**src/pkg/stsp_pkg.sv**
```systemverilog
// Shared constants, types and format tables for the system port block
package stsp_pkg;

   // ==========================================================
   // Clocks and frame timing
   localparam int CORE_HZ = 100_000_000;
   localparam int FRAME_HZ = 8_000;
   localparam int BCLK_HZ_2048 = 2_048_000;
   localparam int BCLK_HZ_1536 = 1_536_000;
   localparam int BCLK_HZ_512 = 512_000;
   localparam int BCLK_HZ_256 = 256_000;
   localparam logic [7:0] HALF_2048 = 8'(CORE_HZ / (2 * BCLK_HZ_2048) - 1);
   localparam logic [7:0] HALF_1536 = 8'(CORE_HZ / (2 * BCLK_HZ_1536) - 1);
   localparam logic [7:0] HALF_512 = 8'(CORE_HZ / (2 * BCLK_HZ_512) - 1);
   localparam logic [7:0] HALF_256 = 8'(CORE_HZ / (2 * BCLK_HZ_256) - 1);
   localparam logic [7:0] LAST_2048 = 8'(BCLK_HZ_2048 / FRAME_HZ - 1);
   localparam logic [7:0] LAST_1536 = 8'(BCLK_HZ_1536 / FRAME_HZ - 1);
   localparam logic [7:0] LAST_512 = 8'(BCLK_HZ_512 / FRAME_HZ - 1);
   localparam logic [7:0] LAST_256 = 8'(BCLK_HZ_256 / FRAME_HZ - 1);

   // ==========================================================
   // Channel word: B1 [17:10], B2 [9:2], D [1:0], B1 first on the wire
   localparam int WORD_W = 18;
   localparam logic [4:0] WORD_BITS = 5'h12;
   localparam logic [4:0] LAST_BIT = 5'h11;
   localparam logic [7:0] D_FIRST = 8'h10;
   localparam logic [7:0] D_END = 8'h12;
   localparam logic [WORD_W-1:0] IDLE_WORD = 18'h3ffff;

   // ==========================================================
   // Pin synchroniser lanes
   localparam int NSYNC = 7;
   localparam int P_BCLK = 0;
   localparam int P_TXFS = 1;
   localparam int P_RXFS = 2;
   localparam int P_TXD = 3;
   localparam int P_CS = 4;
   localparam int P_CTL_SHIFT_CLOCK = 5;
   localparam int P_DIN = 6;
   localparam logic [NSYNC-1:0] SYNC_RST = 7'h10;

   // ==========================================================
   // Control channel
   localparam int CTL_W = 8;
   localparam logic [3:0] CTL_LAST = 4'h7;
   localparam int CMD_ENH_BIT = 0;
   localparam int CMD_CLR_BIT = 1;
   localparam logic ENH_RST = 1'h0;

   typedef enum logic [1:0] {
      MODE_TE_MASTER = 2'b00,
      MODE_TE_SLAVE = 2'b01,
      MODE_NT = 2'b10,
      MODE_LINECARD = 2'b11
   } stsp_mode_t;

   typedef enum logic [1:0] {
      FMT_2048 = 2'b00,
      FMT_1536 = 2'b01,
      FMT_512 = 2'b10,
      FMT_256 = 2'b11
   } stsp_fmt_t;

   function automatic logic [7:0] fmt_half(input stsp_fmt_t f);
      case (f)
         FMT_2048: fmt_half = HALF_2048;
         FMT_1536: fmt_half = HALF_1536;
         FMT_512: fmt_half = HALF_512;
         default: fmt_half = HALF_256;
      endcase
   endfunction : fmt_half

   function automatic logic [7:0] fmt_last(input stsp_fmt_t f);
      case (f)
         FMT_2048: fmt_last = LAST_2048;
         FMT_1536: fmt_last = LAST_1536;
         FMT_512: fmt_last = LAST_512;
         default: fmt_last = LAST_256;
      endcase
   endfunction : fmt_last

endpackage : stsp_pkg

```
**src/pkg/stsp_stream_if.sv**
```systemverilog
// Valid/ready word carrier between the port logic and its buffer
`timescale 1ns/1ps
`default_nettype none
interface stsp_stream_if #(parameter int W = 18);
   logic [W-1:0] data;
   logic valid;
   logic ready;
   modport src (output data, output valid, input ready);
   modport snk (input data, input valid, output ready);
endinterface : stsp_stream_if
`default_nettype wire

```
**src/hw/stsp_buf.sv**
```systemverilog
// Two-entry skid buffer on the transmit word path
`timescale 1ns/1ps
`default_nettype none
module stsp_buf #(
   parameter int W = 18
) (
   input wire logic clk,
   input wire logic rstn,
   input wire logic ce,
   stsp_stream_if.snk in_if,
   output logic [W-1:0] out_data,
   output logic out_valid,
   input wire logic out_ready
);
   logic [W-1:0] out_q, out_d, skid_q, skid_d;
   logic out_v_q, out_v_d, skid_v_q, skid_v_d, in_fire;

   // Ready comes from a flop so the source never sees a combinational path
   assign in_if.ready = ~skid_v_q;
   assign out_data = out_q;
   assign out_valid = out_v_q;

   always_comb begin
      out_d = out_q;
      out_v_d = out_v_q;
      skid_d = skid_q;
      skid_v_d = skid_v_q;
      in_fire = in_if.valid & ~skid_v_q;
      if (!out_v_q || out_ready) begin
         if (skid_v_q) begin
            out_d = skid_q;
            out_v_d = 1'b1;
            skid_v_d = 1'b0;
         end else begin
            out_v_d = in_fire;
            if (in_fire) begin
               out_d = in_if.data;
            end
         end
      end else if (in_fire) begin
         skid_d = in_if.data;
         skid_v_d = 1'b1;
      end
   end

   always_ff @(posedge clk or negedge rstn) begin
      if (!rstn) begin
         out_q <= '0;
         out_v_q <= 1'b0;
         skid_q <= '0;
         skid_v_q <= 1'b0;
      end else if (ce) begin
         out_q <= out_d;
         out_v_q <= out_v_d;
         skid_q <= skid_d;
         skid_v_q <= skid_v_d;
      end
   end

   c_buf_full: cover property (@(posedge clk) disable iff (!rstn)
      out_v_q && skid_v_q && !out_ready);
endmodule : stsp_buf
`default_nettype wire

```
**src/hw/stsp_port.sv**
```systemverilog
// System-side channel port, control channel and interrupt of the transceiver
// Notes on behaviour
// - B and D channel bits shift at the bit clock rate.
// - An input bit clock needs no relation to the core clock; sampled.
// - Terminal master drives the bit clock at the format's frequency.
// - Terminal master locks bit clock phase to the line frame.
// - Terminal master outputs a frame sync pulse starting both directions.
// - Status output is driven only while chip select is low.
// - Control channel shifts only with chip select low; else ignored.
// - Interrupt is open drain, latched until cleared.
// - Line side is full duplex 192 kb/s on separate pairs.
// - Frame word carries two 8-bit B channels and a 2-bit D channel.
// - S1, S2 and Q maintenance bits are also carried.
// - After reset enhanced features are off until firmware enables them.
// - Mode selects terminal master or slave, network end or line card.
// - Receive data follows bit clock and floats when not shifting.
// - Terminal master pulses the D window high over D transmit bits.
`timescale 1ns/1ps
`default_nettype none
module stsp_port import stsp_pkg::*; (
   input wire logic CORE_CLK,
   input wire logic RSTN,
   input wire logic CE,
   input wire logic [1:0] MODE,
   input wire logic [1:0] FORMAT,
   input wire logic LINE_FRAME,
   input wire logic LINE_EVENT,
   input wire logic [2:0] MAINT_IN,
   input wire logic BCLK_I,
   output logic BCLK_O,
   output logic BCLK_OE,
   input wire logic TX_FRAME_SYNC_I,
   output logic TX_FRAME_SYNC_O,
   output logic TX_FRAME_SYNC_OE,
   input wire logic RX_FRAME_SYNC_I,
   input wire logic TX_CHAN_DATA_IN,
   output logic RX_CHAN_DATA_OUT,
   output logic RX_CHAN_DATA_OE,
   output logic D_CHAN_TX_WINDOW,
   input wire logic CS_N,
   input wire logic CTL_SHIFT_CLOCK,
   input wire logic CTL_DATA_IN,
   output logic STATUS_SHIFT_OUTPUT,
   output logic STATUS_SHIFT_OE,
   output logic INT_N_O,
   output logic INT_N_OE,
   output logic [WORD_W-1:0] TX_WORD,
   output logic TX_VALID,
   input wire logic TX_READY,
   input wire logic [WORD_W-1:0] RX_WORD,
   input wire logic RX_VALID,
   output logic RX_READY,
   output logic TX_OVERRUN,
   output logic ENH_ACTIVE,
   output logic [CTL_W-1:0] CTL_CMD,
   output logic CTL_CMD_VALID
);
   // ==========================================================
   // Pin synchronisers: a change counts once stages two and three agree
   logic [NSYNC-1:0] pins, s1_q, s2_q, s3_q, lvl_q, lvl_d, rise, fall;
   assign pins = {CTL_DATA_IN, CTL_SHIFT_CLOCK, CS_N, TX_CHAN_DATA_IN,
                  RX_FRAME_SYNC_I, TX_FRAME_SYNC_I, BCLK_I};

   always_comb begin
      lvl_d = (s2_q & s3_q) | (lvl_q & (s2_q ^ s3_q));
      rise = lvl_d & ~lvl_q;
      fall = ~lvl_d & lvl_q;
   end

   always_ff @(posedge CORE_CLK or negedge RSTN) begin
      if (!RSTN) begin
         s1_q <= SYNC_RST;
         s2_q <= SYNC_RST;
         s3_q <= SYNC_RST;
         lvl_q <= SYNC_RST;
      end else if (CE) begin
         s1_q <= pins;
         s2_q <= s1_q;
         s3_q <= s2_q;
         lvl_q <= lvl_d;
      end
   end

   // ==========================================================
   // Bit clock, frame position and D window
   stsp_mode_t mode_q;
   stsp_fmt_t fmt_q;
   logic [7:0] div_q, div_d, fcnt_q, fcnt_d, pos;
   logic bclk_q, bclk_d, fs_q, fs_d, dwin_q, dwin_d, bclk_oe_q;
   logic master, dwin_en, bit_rise, bit_fall, frame_tx, frame_rx;
   logic enh_q;
   logic [4:0] tx_cnt_d;

   always_comb begin
      master = (mode_q == MODE_TE_MASTER);
      dwin_en = master | enh_q;
      div_d = div_q;
      bclk_d = 1'b0;
      fcnt_d = fcnt_q;
      bit_rise = rise[P_BCLK];
      bit_fall = fall[P_BCLK];
      if (master) begin
         bclk_d = bclk_q;
         bit_rise = 1'b0;
         bit_fall = 1'b0;
         if (LINE_FRAME) begin
            div_d = 8'h00;
            bclk_d = 1'b0;
            fcnt_d = fmt_last(fmt_q);
         end else if (div_q == fmt_half(fmt_q)) begin
            div_d = 8'h00;
            bclk_d = ~bclk_q;
            bit_rise = ~bclk_q;
            bit_fall = bclk_q;
         end else begin
            div_d = div_q + 8'h01;
         end
         if (bit_rise) begin
            fcnt_d = (fcnt_q == fmt_last(fmt_q)) ? 8'h00 : fcnt_q + 8'h01;
         end
      end
      frame_tx = master ? (bit_rise && fcnt_d == 8'h00) : rise[P_TXFS];
      frame_rx = master ? frame_tx : rise[P_RXFS];
      fs_d = master & fs_q;
      if (master && bit_rise) begin
         fs_d = (fcnt_d == 8'h00);
      end
      pos = master ? fcnt_d : {3'h0, tx_cnt_d};
      dwin_d = dwin_en & dwin_q;
      if (bit_rise) begin
         dwin_d = dwin_en && pos >= D_FIRST && pos < D_END;
      end
   end

   always_ff @(posedge CORE_CLK or negedge RSTN) begin
      if (!RSTN) begin
         mode_q <= MODE_TE_MASTER;
         fmt_q <= FMT_2048;
         div_q <= 8'h00;
         bclk_q <= 1'b0;
         fcnt_q <= 8'h00;
         fs_q <= 1'b0;
         dwin_q <= 1'b0;
         bclk_oe_q <= 1'b0;
      end else if (CE) begin
         mode_q <= stsp_mode_t'(MODE);
         fmt_q <= stsp_fmt_t'(FORMAT);
         div_q <= div_d;
         bclk_q <= bclk_d;
         fcnt_q <= fcnt_d;
         fs_q <= fs_d;
         dwin_q <= dwin_d;
         // Drive only when stored and incoming mode agree: no contention
         // with a slave-side clock in the first cycle after reset
         bclk_oe_q <= master && stsp_mode_t'(MODE) == MODE_TE_MASTER;
      end
   end

   assign BCLK_O = bclk_q;
   assign BCLK_OE = bclk_oe_q;
   assign TX_FRAME_SYNC_O = fs_q;
   assign TX_FRAME_SYNC_OE = bclk_oe_q;
   assign D_CHAN_TX_WINDOW = dwin_q;

   // ==========================================================
   // Transmit: sample on bit clock fall, hand words to the buffer
   stsp_stream_if #(.W(WORD_W)) tx_if ();
   logic [4:0] tx_cnt_q;
   logic [WORD_W-1:0] tx_sh_q, tx_sh_d, tx_word_q, tx_word_d;
   logic tx_pend_q, tx_pend_d, ovr_q, ovr_d, tx_done, ovr_evt, clr;

   always_comb begin
      tx_cnt_d = tx_cnt_q;
      tx_sh_d = tx_sh_q;
      tx_word_d = tx_word_q;
      tx_done = 1'b0;
      ovr_evt = 1'b0;
      if (frame_tx) begin
         tx_cnt_d = 5'h00;
      end else if (bit_fall && tx_cnt_q < WORD_BITS) begin
         tx_sh_d = {tx_sh_q[WORD_W-2:0], lvl_d[P_TXD]};
         tx_cnt_d = tx_cnt_q + 5'h01;
         tx_done = (tx_cnt_q == LAST_BIT);
      end
      tx_pend_d = tx_pend_q & ~tx_if.ready;
      // A full buffer drops the new word, never the queued one
      if (tx_done) begin
         if (tx_pend_d) begin
            ovr_evt = 1'b1;
         end else begin
            tx_word_d = tx_sh_d;
            tx_pend_d = 1'b1;
         end
      end
      ovr_d = (ovr_q & ~clr) | ovr_evt;
   end

   always_ff @(posedge CORE_CLK or negedge RSTN) begin
      if (!RSTN) begin
         tx_cnt_q <= WORD_BITS;
         tx_sh_q <= '0;
         tx_word_q <= '0;
         tx_pend_q <= 1'b0;
         ovr_q <= 1'b0;
      end else if (CE) begin
         tx_cnt_q <= tx_cnt_d;
         tx_sh_q <= tx_sh_d;
         tx_word_q <= tx_word_d;
         tx_pend_q <= tx_pend_d;
         ovr_q <= ovr_d;
      end
   end

   assign tx_if.data = tx_word_q;
   assign tx_if.valid = tx_pend_q;
   assign TX_OVERRUN = ovr_q;

   stsp_buf #(.W(WORD_W)) u_txbuf (
      .clk(CORE_CLK),
      .rstn(RSTN),
      .ce(CE),
      .in_if(tx_if),
      .out_data(TX_WORD),
      .out_valid(TX_VALID),
      .out_ready(TX_READY)
   );

   // ==========================================================
   // Receive: one word per frame, shifted out on bit clock rise
   logic [WORD_W-1:0] rx_hold_q, rx_hold_d, rx_sh_q, rx_sh_d, rx_w;
   logic [4:0] rx_cnt_q, rx_cnt_d;
   logic rx_full_q, rx_full_d, rx_out_q, rx_out_d, rx_oe_q, rx_oe_d;
   logic rx_rdy_q;

   always_comb begin
      rx_hold_d = rx_hold_q;
      rx_full_d = rx_full_q;
      rx_sh_d = rx_sh_q;
      rx_cnt_d = rx_cnt_q;
      rx_out_d = rx_out_q;
      rx_oe_d = rx_oe_q;
      // An empty holding register sends idle ones
      rx_w = rx_full_q ? rx_hold_q : IDLE_WORD;
      if (frame_rx) begin
         rx_full_d = 1'b0;
         rx_out_d = rx_w[WORD_W-1];
         rx_sh_d = {rx_w[WORD_W-2:0], 1'b0};
         rx_cnt_d = 5'h01;
         rx_oe_d = 1'b1;
      end else if (bit_rise) begin
         if (rx_cnt_q < WORD_BITS) begin
            rx_out_d = rx_sh_q[WORD_W-1];
            rx_sh_d = {rx_sh_q[WORD_W-2:0], 1'b0};
            rx_cnt_d = rx_cnt_q + 5'h01;
         end else begin
            rx_oe_d = 1'b0;
         end
      end
      if (RX_VALID && rx_rdy_q) begin
         rx_hold_d = RX_WORD;
         rx_full_d = 1'b1;
      end
   end

   always_ff @(posedge CORE_CLK or negedge RSTN) begin
      if (!RSTN) begin
         rx_hold_q <= '0;
         rx_full_q <= 1'b0;
         rx_sh_q <= '0;
         rx_cnt_q <= WORD_BITS;
         rx_out_q <= 1'b0;
         rx_oe_q <= 1'b0;
         rx_rdy_q <= 1'b0;
      end else if (CE) begin
         rx_hold_q <= rx_hold_d;
         rx_full_q <= rx_full_d;
         rx_sh_q <= rx_sh_d;
         rx_cnt_q <= rx_cnt_d;
         rx_out_q <= rx_out_d;
         rx_oe_q <= rx_oe_d;
         rx_rdy_q <= ~rx_full_d;
      end
   end

   assign RX_CHAN_DATA_OUT = rx_out_q;
   assign RX_CHAN_DATA_OE = rx_oe_q;
   assign RX_READY = rx_rdy_q;

   // ==========================================================
   // Control channel, enhanced-mode enable and latched interrupt
   logic [3:0] ctl_cnt_q, ctl_cnt_d;
   logic [CTL_W-1:0] ctl_in_q, ctl_in_d, st_sh_q, st_sh_d, cmd_q, cmd_d;
   logic [CTL_W-1:0] stat;
   logic st_out_q, st_out_d, st_oe_q, st_oe_d, cmd_v_q, cmd_v_d;
   logic enh_d, int_q, int_d;

   always_comb begin
      ctl_cnt_d = ctl_cnt_q;
      ctl_in_d = ctl_in_q;
      st_sh_d = st_sh_q;
      st_out_d = st_out_q;
      st_oe_d = st_oe_q;
      cmd_d = cmd_q;
      cmd_v_d = 1'b0;
      enh_d = enh_q;
      clr = 1'b0;
      stat = {enh_q, int_q, ovr_q, MAINT_IN, mode_q};
      if (fall[P_CS]) begin
         ctl_cnt_d = 4'h0;
         st_out_d = stat[CTL_W-1];
         st_sh_d = {stat[CTL_W-2:0], 1'b0};
         st_oe_d = 1'b1;
      end else if (lvl_q[P_CS]) begin
         ctl_cnt_d = 4'h0;
         st_oe_d = 1'b0;
      end else begin
         if (rise[P_CTL_SHIFT_CLOCK]) begin
            ctl_in_d = {ctl_in_q[CTL_W-2:0], lvl_d[P_DIN]};
            ctl_cnt_d = (ctl_cnt_q == CTL_LAST) ? 4'h0 : ctl_cnt_q + 4'h1;
            if (ctl_cnt_q == CTL_LAST) begin
               cmd_d = ctl_in_d;
               cmd_v_d = 1'b1;
               enh_d = ctl_in_d[CMD_ENH_BIT];
               clr = ctl_in_d[CMD_CLR_BIT];
            end
         end
         if (fall[P_CTL_SHIFT_CLOCK]) begin
            st_out_d = st_sh_q[CTL_W-1];
            st_sh_d = {st_sh_q[CTL_W-2:0], 1'b0};
         end
      end
      // A new event in the clearing cycle keeps the line asserted
      int_d = (int_q & ~clr) | LINE_EVENT | ovr_evt;
   end

   always_ff @(posedge CORE_CLK or negedge RSTN) begin
      if (!RSTN) begin
         ctl_cnt_q <= 4'h0;
         ctl_in_q <= '0;
         st_sh_q <= '0;
         st_out_q <= 1'b0;
         st_oe_q <= 1'b0;
         cmd_q <= '0;
         cmd_v_q <= 1'b0;
         enh_q <= ENH_RST;
         int_q <= 1'b0;
      end else if (CE) begin
         ctl_cnt_q <= ctl_cnt_d;
         ctl_in_q <= ctl_in_d;
         st_sh_q <= st_sh_d;
         st_out_q <= st_out_d;
         st_oe_q <= st_oe_d;
         cmd_q <= cmd_d;
         cmd_v_q <= cmd_v_d;
         enh_q <= enh_d;
         int_q <= int_d;
      end
   end

   assign STATUS_SHIFT_OUTPUT = st_out_q;
   assign STATUS_SHIFT_OE = st_oe_q;
   assign INT_N_O = 1'b0;
   assign INT_N_OE = int_q;
   assign ENH_ACTIVE = enh_q;
   assign CTL_CMD = cmd_q;
   assign CTL_CMD_VALID = cmd_v_q;

   // ==========================================================
   // Checks
   a_stat_hiz: assert property (@(posedge CORE_CLK) disable iff (!RSTN)
      CE && lvl_q[P_CS] && !fall[P_CS] |=> !STATUS_SHIFT_OE)
      else $error("status output driven while deselected");
   a_ctl_ignore: assert property (@(posedge CORE_CLK) disable iff (!RSTN)
      CE && lvl_q[P_CS] && !fall[P_CS] |=> !CTL_CMD_VALID && ctl_cnt_q == 4'h0)
      else $error("control channel active while deselected");
   a_int_hold: assert property (@(posedge CORE_CLK) disable iff (!RSTN)
      CE && int_q && !clr |=> INT_N_OE)
      else $error("interrupt dropped without a clear");
   a_int_set: assert property (@(posedge CORE_CLK) disable iff (!RSTN)
      CE && LINE_EVENT |=> INT_N_OE && !INT_N_O)
      else $error("event did not pull the interrupt low");
   a_bclk_dir: assert property (@(posedge CORE_CLK) disable iff (!RSTN)
      CE |=> BCLK_OE ==
      $past(master && stsp_mode_t'(MODE) == MODE_TE_MASTER))
      else $error("bit clock direction does not follow mode");
   a_lock_phase: assert property (@(posedge CORE_CLK) disable iff (!RSTN)
      CE && master && LINE_FRAME |=> !BCLK_O && fcnt_q == fmt_last(fmt_q))
      else $error("bit clock not realigned to line frame");
   a_fs_start: assert property (@(posedge CORE_CLK) disable iff (!RSTN)
      CE && master && bit_rise && fcnt_d == 8'h00 |=> TX_FRAME_SYNC_O)
      else $error("frame sync missing at frame start");
   a_rx_hiz: assert property (@(posedge CORE_CLK) disable iff (!RSTN)
      CE && bit_rise && !frame_rx && rx_cnt_q == WORD_BITS
      |=> !RX_CHAN_DATA_OE)
      else $error("receive data still driven after last bit");
   a_dwin_off: assert property (@(posedge CORE_CLK) disable iff (!RSTN)
      CE && !dwin_en |=> !D_CHAN_TX_WINDOW)
      else $error("D window pulsed while disabled");
   a_enh_cause: assert property (@(posedge CORE_CLK) disable iff (!RSTN)
      CE && !enh_q && !cmd_v_d |=> !ENH_ACTIVE)
      else $error("enhanced mode set without a command");
   a_tx_push: assert property (@(posedge CORE_CLK) disable iff (!RSTN)
      CE && tx_done && !tx_pend_d |=> tx_pend_q && tx_word_q == $past(tx_sh_d))
      else $error("completed transmit word not queued");

   c_master_frame: cover property (@(posedge CORE_CLK) disable iff (!RSTN)
      master && frame_tx ##[1:300] tx_done);
   c_ctl_byte: cover property (@(posedge CORE_CLK) disable iff (!RSTN)
      cmd_v_q && cmd_q[CMD_ENH_BIT]);
   c_overrun: cover property (@(posedge CORE_CLK) disable iff (!RSTN)
      ovr_evt);
endmodule : stsp_port
`default_nettype wire

```
**config.mk**
```make
export PLATFORM = sky130hd
export DESIGN_NAME = stsp_port
export DESIGN_NICKNAME = d
export VERILOG_FILES = /design/src/pkg/stsp_pkg.sv /design/src/pkg/stsp_stream_if.sv /design/src/hw/stsp_buf.sv /design/src/hw/stsp_port.sv
export SDC_FILE = /design/constraint.sdc
export NUM_CORES = 1
export LEC_CHECK = 0
export BUFFER_PORTS_ARGS = -buffer_cell sky130_fd_sc_hd__buf_2
export CORE_MARGIN = 5
export CORE_UTILIZATION = 40
export DETAILED_ROUTE_END_ITERATION = 6
export HOLD_SLACK_MARGIN = 0.12
export SLEW_MARGIN = 25
export SYNTH_ARGS = -nofsm -noshare
export SYNTH_HDL_FRONTEND = slang
export SYNTH_HIERARCHICAL = 1
export SYNTH_SLANG_ARGS = --single-unit
```
**constraint.sdc**
```tcl
create_clock -name CORE_CLK -period 2.8 [get_ports CORE_CLK]
set_input_delay 0.56 -clock CORE_CLK [delete_from_list [all_inputs] [get_ports CORE_CLK]]
set_output_delay 0.56 -clock CORE_CLK [all_outputs]
set_load 0.02 [all_outputs]
```
==> results of run 1 <==
## metal layers
layer,share of wire (%),track usage [%],vias up
li1,-,-,3029
met1,46,20.43,3111
met2,46,22.85,132
met3,4.9,2.760,41
met4,2.8,4.537,2
met5,0.037,0,-
## critical path, cell delays in order (launching register included)
cell,delay (ns)
dfrtp_1,0.37
or4b_4,0.55
a211oi_4,0.27
o211ai_1,0.29
o21ai_2,0.28
o211ai_4,0.15
buf_4,0.16
o21ai_1,0.27
o21ai_0,0.15
mux2_2,0.28
## registers in the layout (all words and copies together), names as in the netlist, 8 cells and up
name,cells
div_q,8
rx_sh_q,17
rx_hold_q,18
tx_sh_q,17
tx_if.data,18
CTL_CMD,8
fcnt_q,8
u_txbuf/out_data,18
u_txbuf/skid_q,18
## power groups by stage
stage / Sequential [W] / Combinational, W / Clock, W
after global placement: 0.00399 / 0.00158 / 0
final: 0.00395 / 0.00162 / 0.00312
after global routing: 0.00404 / 0.00183 / 0.00333
after CTS: 0.00396 / 0.00162 / 0.00321
after floorplan: 0.00394 / 0.00113 / 0
after detailed placement: 0.00400 / 0.00161 / 0
## cells by family after synthesis
family | share of synthesized area (%)
AOI/OAI and AO/OA | 11.44
adders and majority gates | 1.712
buffers and inverters | 4.569
xor gates and xnor gates | 0.5530
other | 0.03946
muxes | 18.53
and+or+nand+nor | 8.809
DFF | 54.35
## Yosys cell counts, types with 3 or more instances
master,n,area share [%]
o22ai_1,3,0.20
nor3b_1,4,0.32
mux2i_1,9,0.95
o211ai_1,3,0.24
dfstp_2,8,2.2
o31ai_1,7,0.55
or2_2,3,0.20
mux2_2,135,16
nand2b_1,6,0.40
clkbuf_1,17,0.67
mux2_4,10,1.6
buf_6,4,0.47
a22oi_1,4,0.32
o2bb2ai_1,4,0.37
and3_1,8,0.53
nand4_1,5,0.33
buf_2,3,0.16
nor3_1,4,0.21
o21a_1,4,0.32
xnor2_1,5,0.46
buf_1,5,0.20
nor4_1,5,0.33
dfrtp_1,198,52
nor2b_1,7,0.46
o21ai_0,49,2.6
buf_4,7,0.55
or3_1,3,0.20
a21o_1,4,0.32
nor2_1,14,0.55
a31oi_1,4,0.26
nand3_1,9,0.47
a22o_1,4,0.37
ha_1,13,1.7
nor4b_1,4,0.37
o22a_1,3,0.28
a222oi_1,17,1.8
nand2_1,60,2.4
inv_1,50,2.0
a21oi_1,16,0.84
## layout by cell type, fill, tap and decap left out, types with 8 or more instances in the layout
cell,instances
dfrtp_1,198
clkbuf_16,24
a21oi_1,14
nand2_1,60
ha_1,13
nand3_1,9
buf_4,46
mux2_2,135
dfstp_2,8
a222oi_1,17
buf_2,78
o21ai_0,47
mux2i_1,9
inv_1,50
mux2_4,10
nor2_1,14
## path summary, 6_finish.rpt
check	endpoint	slack, ns
setup reg to reg	tx_cnt_q[0]	-0.09
max in group asynchronous	rx_cnt_q[4]	1.34
min in group asynchronous	u_txbuf/out_data[15]	0.59
hold / removal	BCLK_OE	0.26
setup / recovery	tx_cnt_q[0]	-0.09
hold reg to reg	STATUS_SHIFT_OUTPUT	0.48
## area by class of cell
| cell class | count | share of cell area (%) |
|---|---|---|
| clock inverter | 11 | 1.196 |
| tap | 319 | 3.500 |
| clock buffer | 30 | 5.804 |
| sequential | 206 | 45.29 |
| multi-input combinational | 474 | 34.60 |
| timing repair buffer | 133 | 7.933 |
| inverter | 51 | 1.679 |
## repair_timing
action | in CTS | in global routing
setup buffers | 2 | 2
pin swaps | 1 | 20
gates resized for setup | 2 | 5
setup endpoints to repair | 9 | 36
cloned | 0 | 1
hold buffers | 1 | 0
hold endpoints to repair | 51 | 0
## stage by stage
stage	cells	instance area, µm²	hold slack [ns]	setup TNS [ns]
2_1_floorplan	770	9512	0.2644	-0.3148
3_3_place_gp	1177	10520	0.4594	0
3_5_place_dp	1177	10520	0.4681	-0.1645
4_1_cts	1221	11340	0.2373	-0.06266
5_1_grt	1224	11400	0.2620	-4.019
6_report	1224	11400	0.2550	-0.4710
==> impl_metrics.env, run 1 <==
export IMPL_ys_types=81
export IMPL_fin_worst_skew_ns=0.007648
export IMPL_worstHoldStart="MODE[0]"
export IMPL_intPower_w=0.006299
export IMPL_synth_edf_count=0
export IMPL_cap_violations=0
export IMPL_syn2layout_area_growth_pct=20.00
export IMPL_synth_async_sr_flop_share_pct=100.0
export IMPL_num_nets_final=941
export IMPL_arrival_ns=3.28
export IMPL_cts_sinks=206
export IMPL_fin_ws_ns=-0.09287
export IMPL_rr_worst_depth=9
export IMPL_crit_required_ns=3.19
export IMPL_cp_max_fo=5
export IMPL_die_y_um=164.1
export IMPL_violations="setup timing"
export IMPL_slew_violations=0
export IMPL_syn_nets=822
export IMPL_rows=56
export IMPL_initial_core_util_pct=40.61
export IMPL_timing_final_crit_period_ns=2.893
export IMPL_drc_errors=0
export IMPL_ios=81
export IMPL_antenna_left=0
export IMPL_rsz0062_at_grt="yes"
export IMPL_switchingPower_w=0.002387
export IMPL_clock_path_buffers=3
export IMPL_drtIter0Drc=322
export IMPL_grt_max_degree=60
export IMPL_drive_above_1_share_pct=39.12
export IMPL_power_total_w=0.008686
export IMPL_rr_startpoint="div_q[7]"
export IMPL_sw_frac_of_total_pct=27.48
export IMPL_die_w_um=164.1
export IMPL_place_gp_congestion=0.8563
export IMPL_seq_area_um2=5165
export IMPL_totalWireLength_mm=19.11
export IMPL_via_count=6315
export IMPL_hold_viol=0
export IMPL_irDropWorstVdd_mv=0.4393
export IMPL_synthCells=770
export IMPL_tightest_slew_ns=0.5805
export IMPL_combPwrFrac_pct=18.6
export IMPL_grt_antenna_before_repair=1
export IMPL_syn_area_um2=9503
export IMPL_critPathLaunchType="flip-flop"
export IMPL_end_kind="flip-flop"
export IMPL_p_leak_nw=5.504
export IMPL_sequentialPowerShare_pct=45.5
export IMPL_h_tree_depth=1
export IMPL_outcome="finished with violations"
export IMPL_cts_made_buffers=23
export IMPL_startpoint="div_q[7]"
export IMPL_cts_tree="done"
export IMPL_seq_area_frac_synth_pct=54.35
export IMPL_routedWlPerCell_um=15.61
export IMPL_fin_crit_sh_pct=103.3
export IMPL_synth_avg_cell_area_um2=12.34
export IMPL_powerDensity_nw_per_um2=761.7
export IMPL_port_buffers=79
export IMPL_relSlewSlack_pct=61.13
export IMPL_crit_type="reg2reg"
export IMPL_p_clk_share_pct=35.9
export IMPL_fin_util_pct=48.73
export IMPL_multi_input_area_um2=3945
export IMPL_clkLatencyLatePin_ns=0.50
export IMPL_synth_flop_cell="dfrtp_1"
export IMPL_core_um2=23400
export IMPL_post_place_ws_ns=-0.06036
export IMPL_fmax_mhz=345.7
export IMPL_yosysWarnings=6
export IMPL_die_area_um2=26940
export IMPL_vias_per_cell=5.159
export IMPL_grt_remaining_overflow=0
export IMPL_firstDrtPassIters=6
export IMPL_track_usage_pct=14.53
export IMPL_grt_pass1_vias=6399
export IMPL_dpl_hpwl_mm=12.79
export IMPL_final_setup_viol_count=19
export IMPL_root_buffer="clkbuf_16"
export IMPL_min_path_cells=2
export IMPL_synth_seq_cells=206
export IMPL_grt_pass1_wl_mm=32.38
export IMPL_antenna_cells=0
export IMPL_cts_clk_slew_worst_paths_ns=0.06
export IMPL_fill_cells=2154
export IMPL_hold_path_class="in2reg"
(Power assumes the default switching activity.)
==> inputs of run 2 (changes only) <==
--- a/config.mk
+++ b/config.mk
@@ -7,9 +7,10 @@
 export LEC_CHECK = 0
 export BUFFER_PORTS_ARGS = -buffer_cell sky130_fd_sc_hd__buf_2
 export CORE_MARGIN = 5
-export CORE_UTILIZATION = 40
+export CORE_UTILIZATION = 45
 export DETAILED_ROUTE_END_ITERATION = 6
 export HOLD_SLACK_MARGIN = 0.12
+export PLACE_DENSITY = 0.65
 export SLEW_MARGIN = 25
 export SYNTH_ARGS = -nofsm -noshare
 export SYNTH_HDL_FRONTEND = slang
==> constraint.sdc (replaced) <==
create_clock -name CORE_CLK -period 2.8 [get_ports CORE_CLK]
set_input_delay 0.56 -clock CORE_CLK [delete_from_list [all_inputs] [get_ports CORE_CLK]]
set_output_delay 0.56 -clock CORE_CLK [all_outputs]
set_load 0.005 [all_outputs]
==> impl_metrics.env, run 2 (synthesis gave the netlist of run 1 again) <==
export IMPL_outcome="finished with violations"
export IMPL_violations="setup timing"
export IMPL_cts_made_buffers=24
export IMPL_grt_max_degree=78
export IMPL_rows=53
export IMPL_grt_pass1_wl_mm=33.67
export IMPL_final_cells=1195
export IMPL_drive_above_1_share_pct=39.89
export IMPL_stdcell_area_um2=11450
export IMPL_fin_worst_skew_ns=0.006525
export IMPL_track_usage_pct=16.57
export IMPL_crit_type="reg2reg"
export IMPL_powerDensity_nw_per_um2=747.5
export IMPL_cts_sinks=206
export IMPL_p_leak_nw=5.552
export IMPL_antenna_cells=0
export IMPL_end_kind="flip-flop"
export IMPL_drtIter0Drc=400
export IMPL_grt_remaining_overflow=0
export IMPL_timing_final_crit_period_ns=2.853
export IMPL_die_area_um2=24120
export IMPL_syn2layout_area_growth_pct=20.49
export IMPL_core_um2=20890
export IMPL_cts_clk_slew_worst_paths_ns=0.06
export IMPL_die_y_um=155.3
export IMPL_grt_antenna_before_repair=0
export IMPL_critPathLaunchType="flip-flop"
export IMPL_initial_core_util_pct=45.49
export IMPL_fmax_mhz=350.5
export IMPL_hold_path_class="in2reg"
export IMPL_ios=81
export IMPL_dpl_hpwl_mm=12.89
export IMPL_grt_pass1_vias=6615
export IMPL_die_w_um=155.3
export IMPL_vias_per_cell=5.342
export IMPL_totalWireLength_mm=19.47
export IMPL_antenna_left=0
export IMPL_clock_path_buffers=3
export IMPL_port_buffers=79
export IMPL_final_common_cell="dfrtp_1"
export IMPL_fin_ws_ns=-0.05276
export IMPL_hold_viol=0
export IMPL_final_setup_viol_count=16
export IMPL_irDropWorstVdd_mv=0.5953
export IMPL_relSlewSlack_pct=53.60
export IMPL_cap_violations=0
export IMPL_place_gp_congestion=0.8440
export IMPL_firstDrtPassIters=7
export IMPL_crit_required_ns=3.18
export IMPL_fin_util_pct=54.81
export IMPL_root_buffer="clkbuf_16"
export IMPL_tightest_slew_ns=0.6927
export IMPL_cts_tree="done"
export IMPL_dp_cells=1140
export IMPL_slew_violations=0
export IMPL_h_tree_depth=1
export IMPL_fin_crit_sh_pct=101.9
export IMPL_final_cell_mix="dfrtp_1, mux2_2, buf_2"
export IMPL_arrival_ns=3.24
export IMPL_rsz0062_at_grt="yes"
export IMPL_via_count=6384
export IMPL_fill_cells=1819
export IMPL_place_area_um2=10500
export IMPL_num_nets_final=955
export IMPL_cp_max_fo=7
export IMPL_clkLatencyLatePin_ns=0.50
export IMPL_routedWlPerCell_um=16.29
export IMPL_drc_errors=0
[run 2: final cells by class]
cell class / instances / area [µm²] / area share (%)
clock buffer: 35 / 743.2 / 6.491
clock inverter: 8 / 46.29 / 0.4043
inverter: 51 / 191.4 / 1.672
multi-input combinational: 477 / 4006 / 34.99
sequential: 206 / 5165 / 45.11
tap: 275 / 344.1 / 3.005
timing repair buffer: 143 / 953.4 / 8.327
[run 2: per-layer routing]
metal	vias to the layer above	track usage, %	share of wire, %
met2	127	27.13	47
met5	-	0	0
met4	0	4.502	2.1
met3	32	2.837	4.1
met1	3175	22.93	47
li1	3050	-	-
[run 2: final timing paths]
| path | slack (ns) | start | depth (start not counted) | end |
|---|---|---|---|---|
| min in group asynchronous | 0.58 | RSTN | 2 | rx_hold_q[7] |
| max in group asynchronous | 1.43 | RSTN | 3 | tx_cnt_q[4] |
| hold reg to reg | 0.48 | st_sh_q[6] | 2 | st_sh_q[6] |
| hold / removal | 0.26 | MODE[0] | 2 | BCLK_OE |
| setup reg to reg | -0.05 | fmt_q[0] | 11 | rx_sh_q[1] |
| setup / recovery | -0.05 | fmt_q[0] | 11 | rx_sh_q[1] |
[run 2: critical path, stage by stage, from the launching register on]
cell and delay, ns:
dfrtp_1 0.37, or4b_4 0.55, a211oi_4 0.28, o211a_1 0.25, mux2i_2 0.26, nand3_2 0.13
buf_6 0.14, o21ai_4 0.16, buf_12 0.15, buf_4 0.12, nand2_1 0.07, o31a_1 0.24
[run 2: through the flow]
stage               hold slack [ns]  power [W]  worst slack [ns]  setup TNS [ns]
floorplan                    0.2644   0.005005          -0.03148         -0.3148
global placement             0.4637   0.005498         -0.005715       -0.008468
detailed placement           0.4720   0.005560           -0.1009          -1.062
CTS                          0.2403   0.008659          -0.03330         -0.2078
global route                 0.2482   0.009095           -0.2634          -5.194
finish                       0.2564   0.008559          -0.05276         -0.2775
[run 2: what timing repair did]
action	CTS	global route
hold buffers	1	0
pin swaps	12	8
cloned	3	0
resized for setup	3	13
buffers inserted	6	2
endpoints found under the hold margin	55	0
setup endpoints to repair	19	38
[run 2: where the power goes]
| group | internal, W | leakage (nW) | total, W | switching, W |
|---|---|---|---|---|
| logic | 0.000794 | 2.54 | 0.00159 | 0.000796 |
| registers | 0.00358 | 2.62 | 0.00396 | 0.000380 |
| clock network | 0.00183 | 0.396 | 0.00301 | 0.00118 |
==> inputs of run 3 (changes only) <==
--- a/config.mk
+++ b/config.mk
@@ -5,8 +5,9 @@
 export SDC_FILE = /design/constraint.sdc
 export NUM_CORES = 1
 export LEC_CHECK = 0
+export ABC_AREA = 1
 export BUFFER_PORTS_ARGS = -buffer_cell sky130_fd_sc_hd__buf_2
-export CORE_MARGIN = 5
+export CORE_MARGIN = 1
 export CORE_UTILIZATION = 45
 export DETAILED_ROUTE_END_ITERATION = 6
 export HOLD_SLACK_MARGIN = 0.12
==> impl_metrics.env, run 3 <==
export IMPL_grt_pass1_vias=7803
export IMPL_switchingPower_w=0.002737
export IMPL_crit_required_ns=3.23
export IMPL_rr_startpoint="fmt_q[1]"
export IMPL_final_setup_viol_count=0
export IMPL_vias_per_cell=4.947
export IMPL_die_area_um2=23180
export IMPL_regToRegEndpoint="tx_sh_q[7]"
export IMPL_yosysTopAreaCell="dfrtp_1"
export IMPL_track_usage_pct=19.32
export IMPL_drtIter0Drc=540
export IMPL_totalWireLength_mm=21.38
export IMPL_antenna_left=0
export IMPL_num_nets_final=1414
export IMPL_synthCells=1277
export IMPL_yosysWarnings=6
export IMPL_r2r_setup_slack_ns=0.25
export IMPL_worstHoldEndpoint="BCLK_OE"
export IMPL_routedWlPerCell_um=12.88
export IMPL_cap_violations=0
export IMPL_clkLatencyLatePin_ns=0.52
export IMPL_synth_avg_cell_area_um2=7.957
export IMPL_grt_max_degree=66
export IMPL_arrival_ns=2.98
export IMPL_port_buffers=79
export IMPL_synthTopCellsByArea="dfrtp_1, nand2_1, o21ai_0, inv_1, nand3_1"
export IMPL_yosys_cell_count_top_type="nand2_1"
export IMPL_antenna_cells=0
export IMPL_rsz0062_at_grt="no"
export IMPL_cts_tree="done"
export IMPL_relSlewSlack_pct=43.88
export IMPL_syn2layout_area_growth_pct=15.37
export IMPL_cts_clk_slew_worst_paths_ns=0.06
export IMPL_min_path_cells=2
export IMPL_sw_frac_of_total_pct=30.26
export IMPL_rr_worst_depth=19
export IMPL_via_count=8207
export IMPL_fin_crit_sh_pct=91.08
export IMPL_end_kind="flip-flop"
export IMPL_cts_sinks=207
export IMPL_grt_antenna_before_repair=0
export IMPL_drive_above_1_share_pct=15.16
export IMPL_cp_num_buf_inv=3
export IMPL_outcome="finished with violations"
export IMPL_p_leak_nw=6.188
export IMPL_synth_async_sr_flop_share_pct=100.0
export IMPL_initial_core_util_pct=46.27
export IMPL_irDropWorstVdd_mv=0.6292
export IMPL_drc_errors=9
export IMPL_h_tree_depth=1
export IMPL_synth_seq_cells=207
export IMPL_cpMostUsedCell="nand2_1"
export IMPL_intPower_w=0.006308
export IMPL_critPathLaunchType="flip-flop"
export IMPL_critical_path_max_stage_delay_ns=0.45
export IMPL_slew_violations=0
export IMPL_core_um2=21960
export IMPL_powerDensity_nw_per_um2=771.6
export IMPL_grt_remaining_overflow=0
export IMPL_worstPathCellList="inv_1 -> nand2_1 -> nor2_1 -> nand2_1 -> nand2_1 -> nand2_1 -> nor2_4 -> clkbuf_2 -> nand3_1 -> nand3_1 -> nand2_1 -> nor2_4 -> nand2_4 -> nand2_8 -> buf_4 -> nand2_1 -> nand2_1 -> nand2_1 -> o21ai_1"
export IMPL_crit_type="reg2reg"
export IMPL_dpl_hpwl_mm=14.09
export IMPL_fill_cells=2040
export IMPL_fmax_mhz=392.1
export IMPL_crit_family="simple AND/OR/NAND/NOR gates"
export IMPL_ys_types=49
export IMPL_hold_ws_ns=0.2329
export IMPL_seq_area_frac_synth_pct=51.08
export IMPL_grt_pass1_wl_mm=38.00
export IMPL_path_depth=19
export IMPL_fin_worst_skew_ns=0.01396
export IMPL_dp_cells=1609
export IMPL_ios=81
export IMPL_cp_max_fo=12
export IMPL_sequentialPowerShare_pct=44.9
export IMPL_syn_nets=1329
export IMPL_synth_flop_cell="dfrtp_1"
export IMPL_worstHoldStart="MODE[1]"
export IMPL_place_gp_congestion=0.9072
export IMPL_netlist_area_leader_share_pct=49.01
export IMPL_rows=54
export IMPL_firstDrtPassIters=7
export IMPL_cp_slowest_cell="dfrtp_2"
export IMPL_syn_area_um2=10160
export IMPL_multi_input_area_um2=4330
export IMPL_die_w_um=152.3
export IMPL_violations="DRC"
export IMPL_seq_area_um2=5191
export IMPL_final_common_cell="nand2_1"
export IMPL_root_buffer="clkbuf_16"
export IMPL_synth_edf_count=0
export IMPL_final_cells=1659
export IMPL_p_clk_share_pct=34.9
export IMPL_tns_ns=0
export IMPL_combPwrFrac_pct=20.2
export IMPL_netlist_top_cells_count="nand2_1, dfrtp_1, o21ai_0, inv_1, nand3_1"
export IMPL_final_cell_mix="nand2_1, dfrtp_1, o21ai_0"
export IMPL_hold_viol=0
export IMPL_clock_path_buffers=3
export IMPL_hold_path_class="in2reg"
export IMPL_tightest_slew_ns=0.8387
export IMPL_timing_final_crit_period_ns=2.550
export IMPL_die_y_um=152.3
export IMPL_cts_made_buffers=24
==> run 3: cell types whose count changed in the layout (fill, tap and decap cells not counted), moves of 30 or more <==
cell / change
mux2_2: -108
nor2_1: +30
nand3_1: +52
nand2_1: +510
inv_1: +34
o21ai_0: +61
buf_4: -31
==> run 3: stage by stage <==
| stage | cell area [µm²] | utilization [%] | setup slack [ns] | total power [W] |
|---|---|---|---|---|
| 3_3_place_gp | 10840 | 49.37 | 0.2036 | 0.005882 |
| 3_5_place_dp | 10840 | 49.37 | 0.1067 | 0.005927 |
| 6_report | 11720 | 53.38 | 0.2498 | 0.009045 |
| 5_1_grt | 11720 | 53.38 | 0.004672 | 0.009661 |
| 4_1_cts | 11650 | 53.05 | 0.09383 | 0.009137 |
| 2_1_floorplan | 10160 | - | 0.4168 | 0.005394 |
==> run 3: layer usage <==
metal  wire, µm  global-route usage [%]  up-vias
li1           -                       -     4242
met1      10660                   28.16     3780
met2       9452                   30.52      160
met3       1006                   2.929       25
met4        263                   3.984        0
met5          0                       0        -
==> run 3: worst max-delay path by stage <==
| stage | start | end | slack [ns] |
|---|---|---|---|
| floorplan | LINE_FRAME | tx_sh_q[14] | 0.42 |
| global route | fmt_q[1] | rx_sh_q[9] | 0.005 |
| detailed placement | fmt_q[1] | tx_if.data[3] | 0.11 |
| global placement | fmt_q[1] | tx_if.data[13] | 0.20 |
| CTS | fmt_q[1] | tx_if.data[3] | 0.09 |
| finish | fmt_q[1] | tx_sh_q[7] | 0.25 |
==> run 3: final cells by class <==
cell class | instances | share of cell area (%)
Clock inverter | 6 | 0.7578
Clock buffer | 37 | 6.063
Tap cell | 280 | 2.989
Timing Repair Buffer | 112 | 5.870
Multi-Input combinational cell | 925 | 36.94
Sequential cell | 207 | 44.28
Inverter | 92 | 3.095
==> run 3: power groups by stage <==
stage          registers, W  clock network, W  logic, W
6_report            0.00406           0.00316   0.00182
5_1_grt             0.00415           0.00337   0.00214
4_1_cts             0.00406           0.00324   0.00184
3_5_place_dp        0.00410                 0   0.00183
3_3_place_gp        0.00409                 0   0.00179
2_1_floorplan       0.00400                 0   0.00140
==> run 3: worst register-to-register path: stages, from the launching register on <==
cell	delay, ns
dfrtp_2	0.45
inv_1	0.13
nand2_1	0.06
nor2_1	0.09
nand2_1	0.05
nand2_1	0.05
nand2_1	0.08
nor2_4	0.15
clkbuf_2	0.19
nand3_1	0.08
nand3_1	0.10
nand2_1	0.10
nor2_4	0.15
nand2_4	0.12
nand2_8	0.11
buf_4	0.20
nand2_1	0.08
nand2_1	0.12
nand2_1	0.06
o21ai_1	0.08
==> run 3: cell families after synthesis <==
group	after synthesis	share of synthesized area, %
flip-flops	207	51.08
buffers and inverters	145	6.403
AO/OA/AOI/OAI	169	9.124
other	1	0.03691
adder cells (fa/ha/maj)	13	1.601
multiplexers	19	2.106
XOR/XNOR	8	0.6896
AND/OR/NAND/NOR	715	28.96
==> run 3: timing repair <==
item | CTS | global route
setup buffers | 0 | 6
endpoints found under the hold margin | 57 | 0
setup endpoints to repair | 0 | 52
gates resized for setup | 0 | 9
hold buffers | 1 | 0
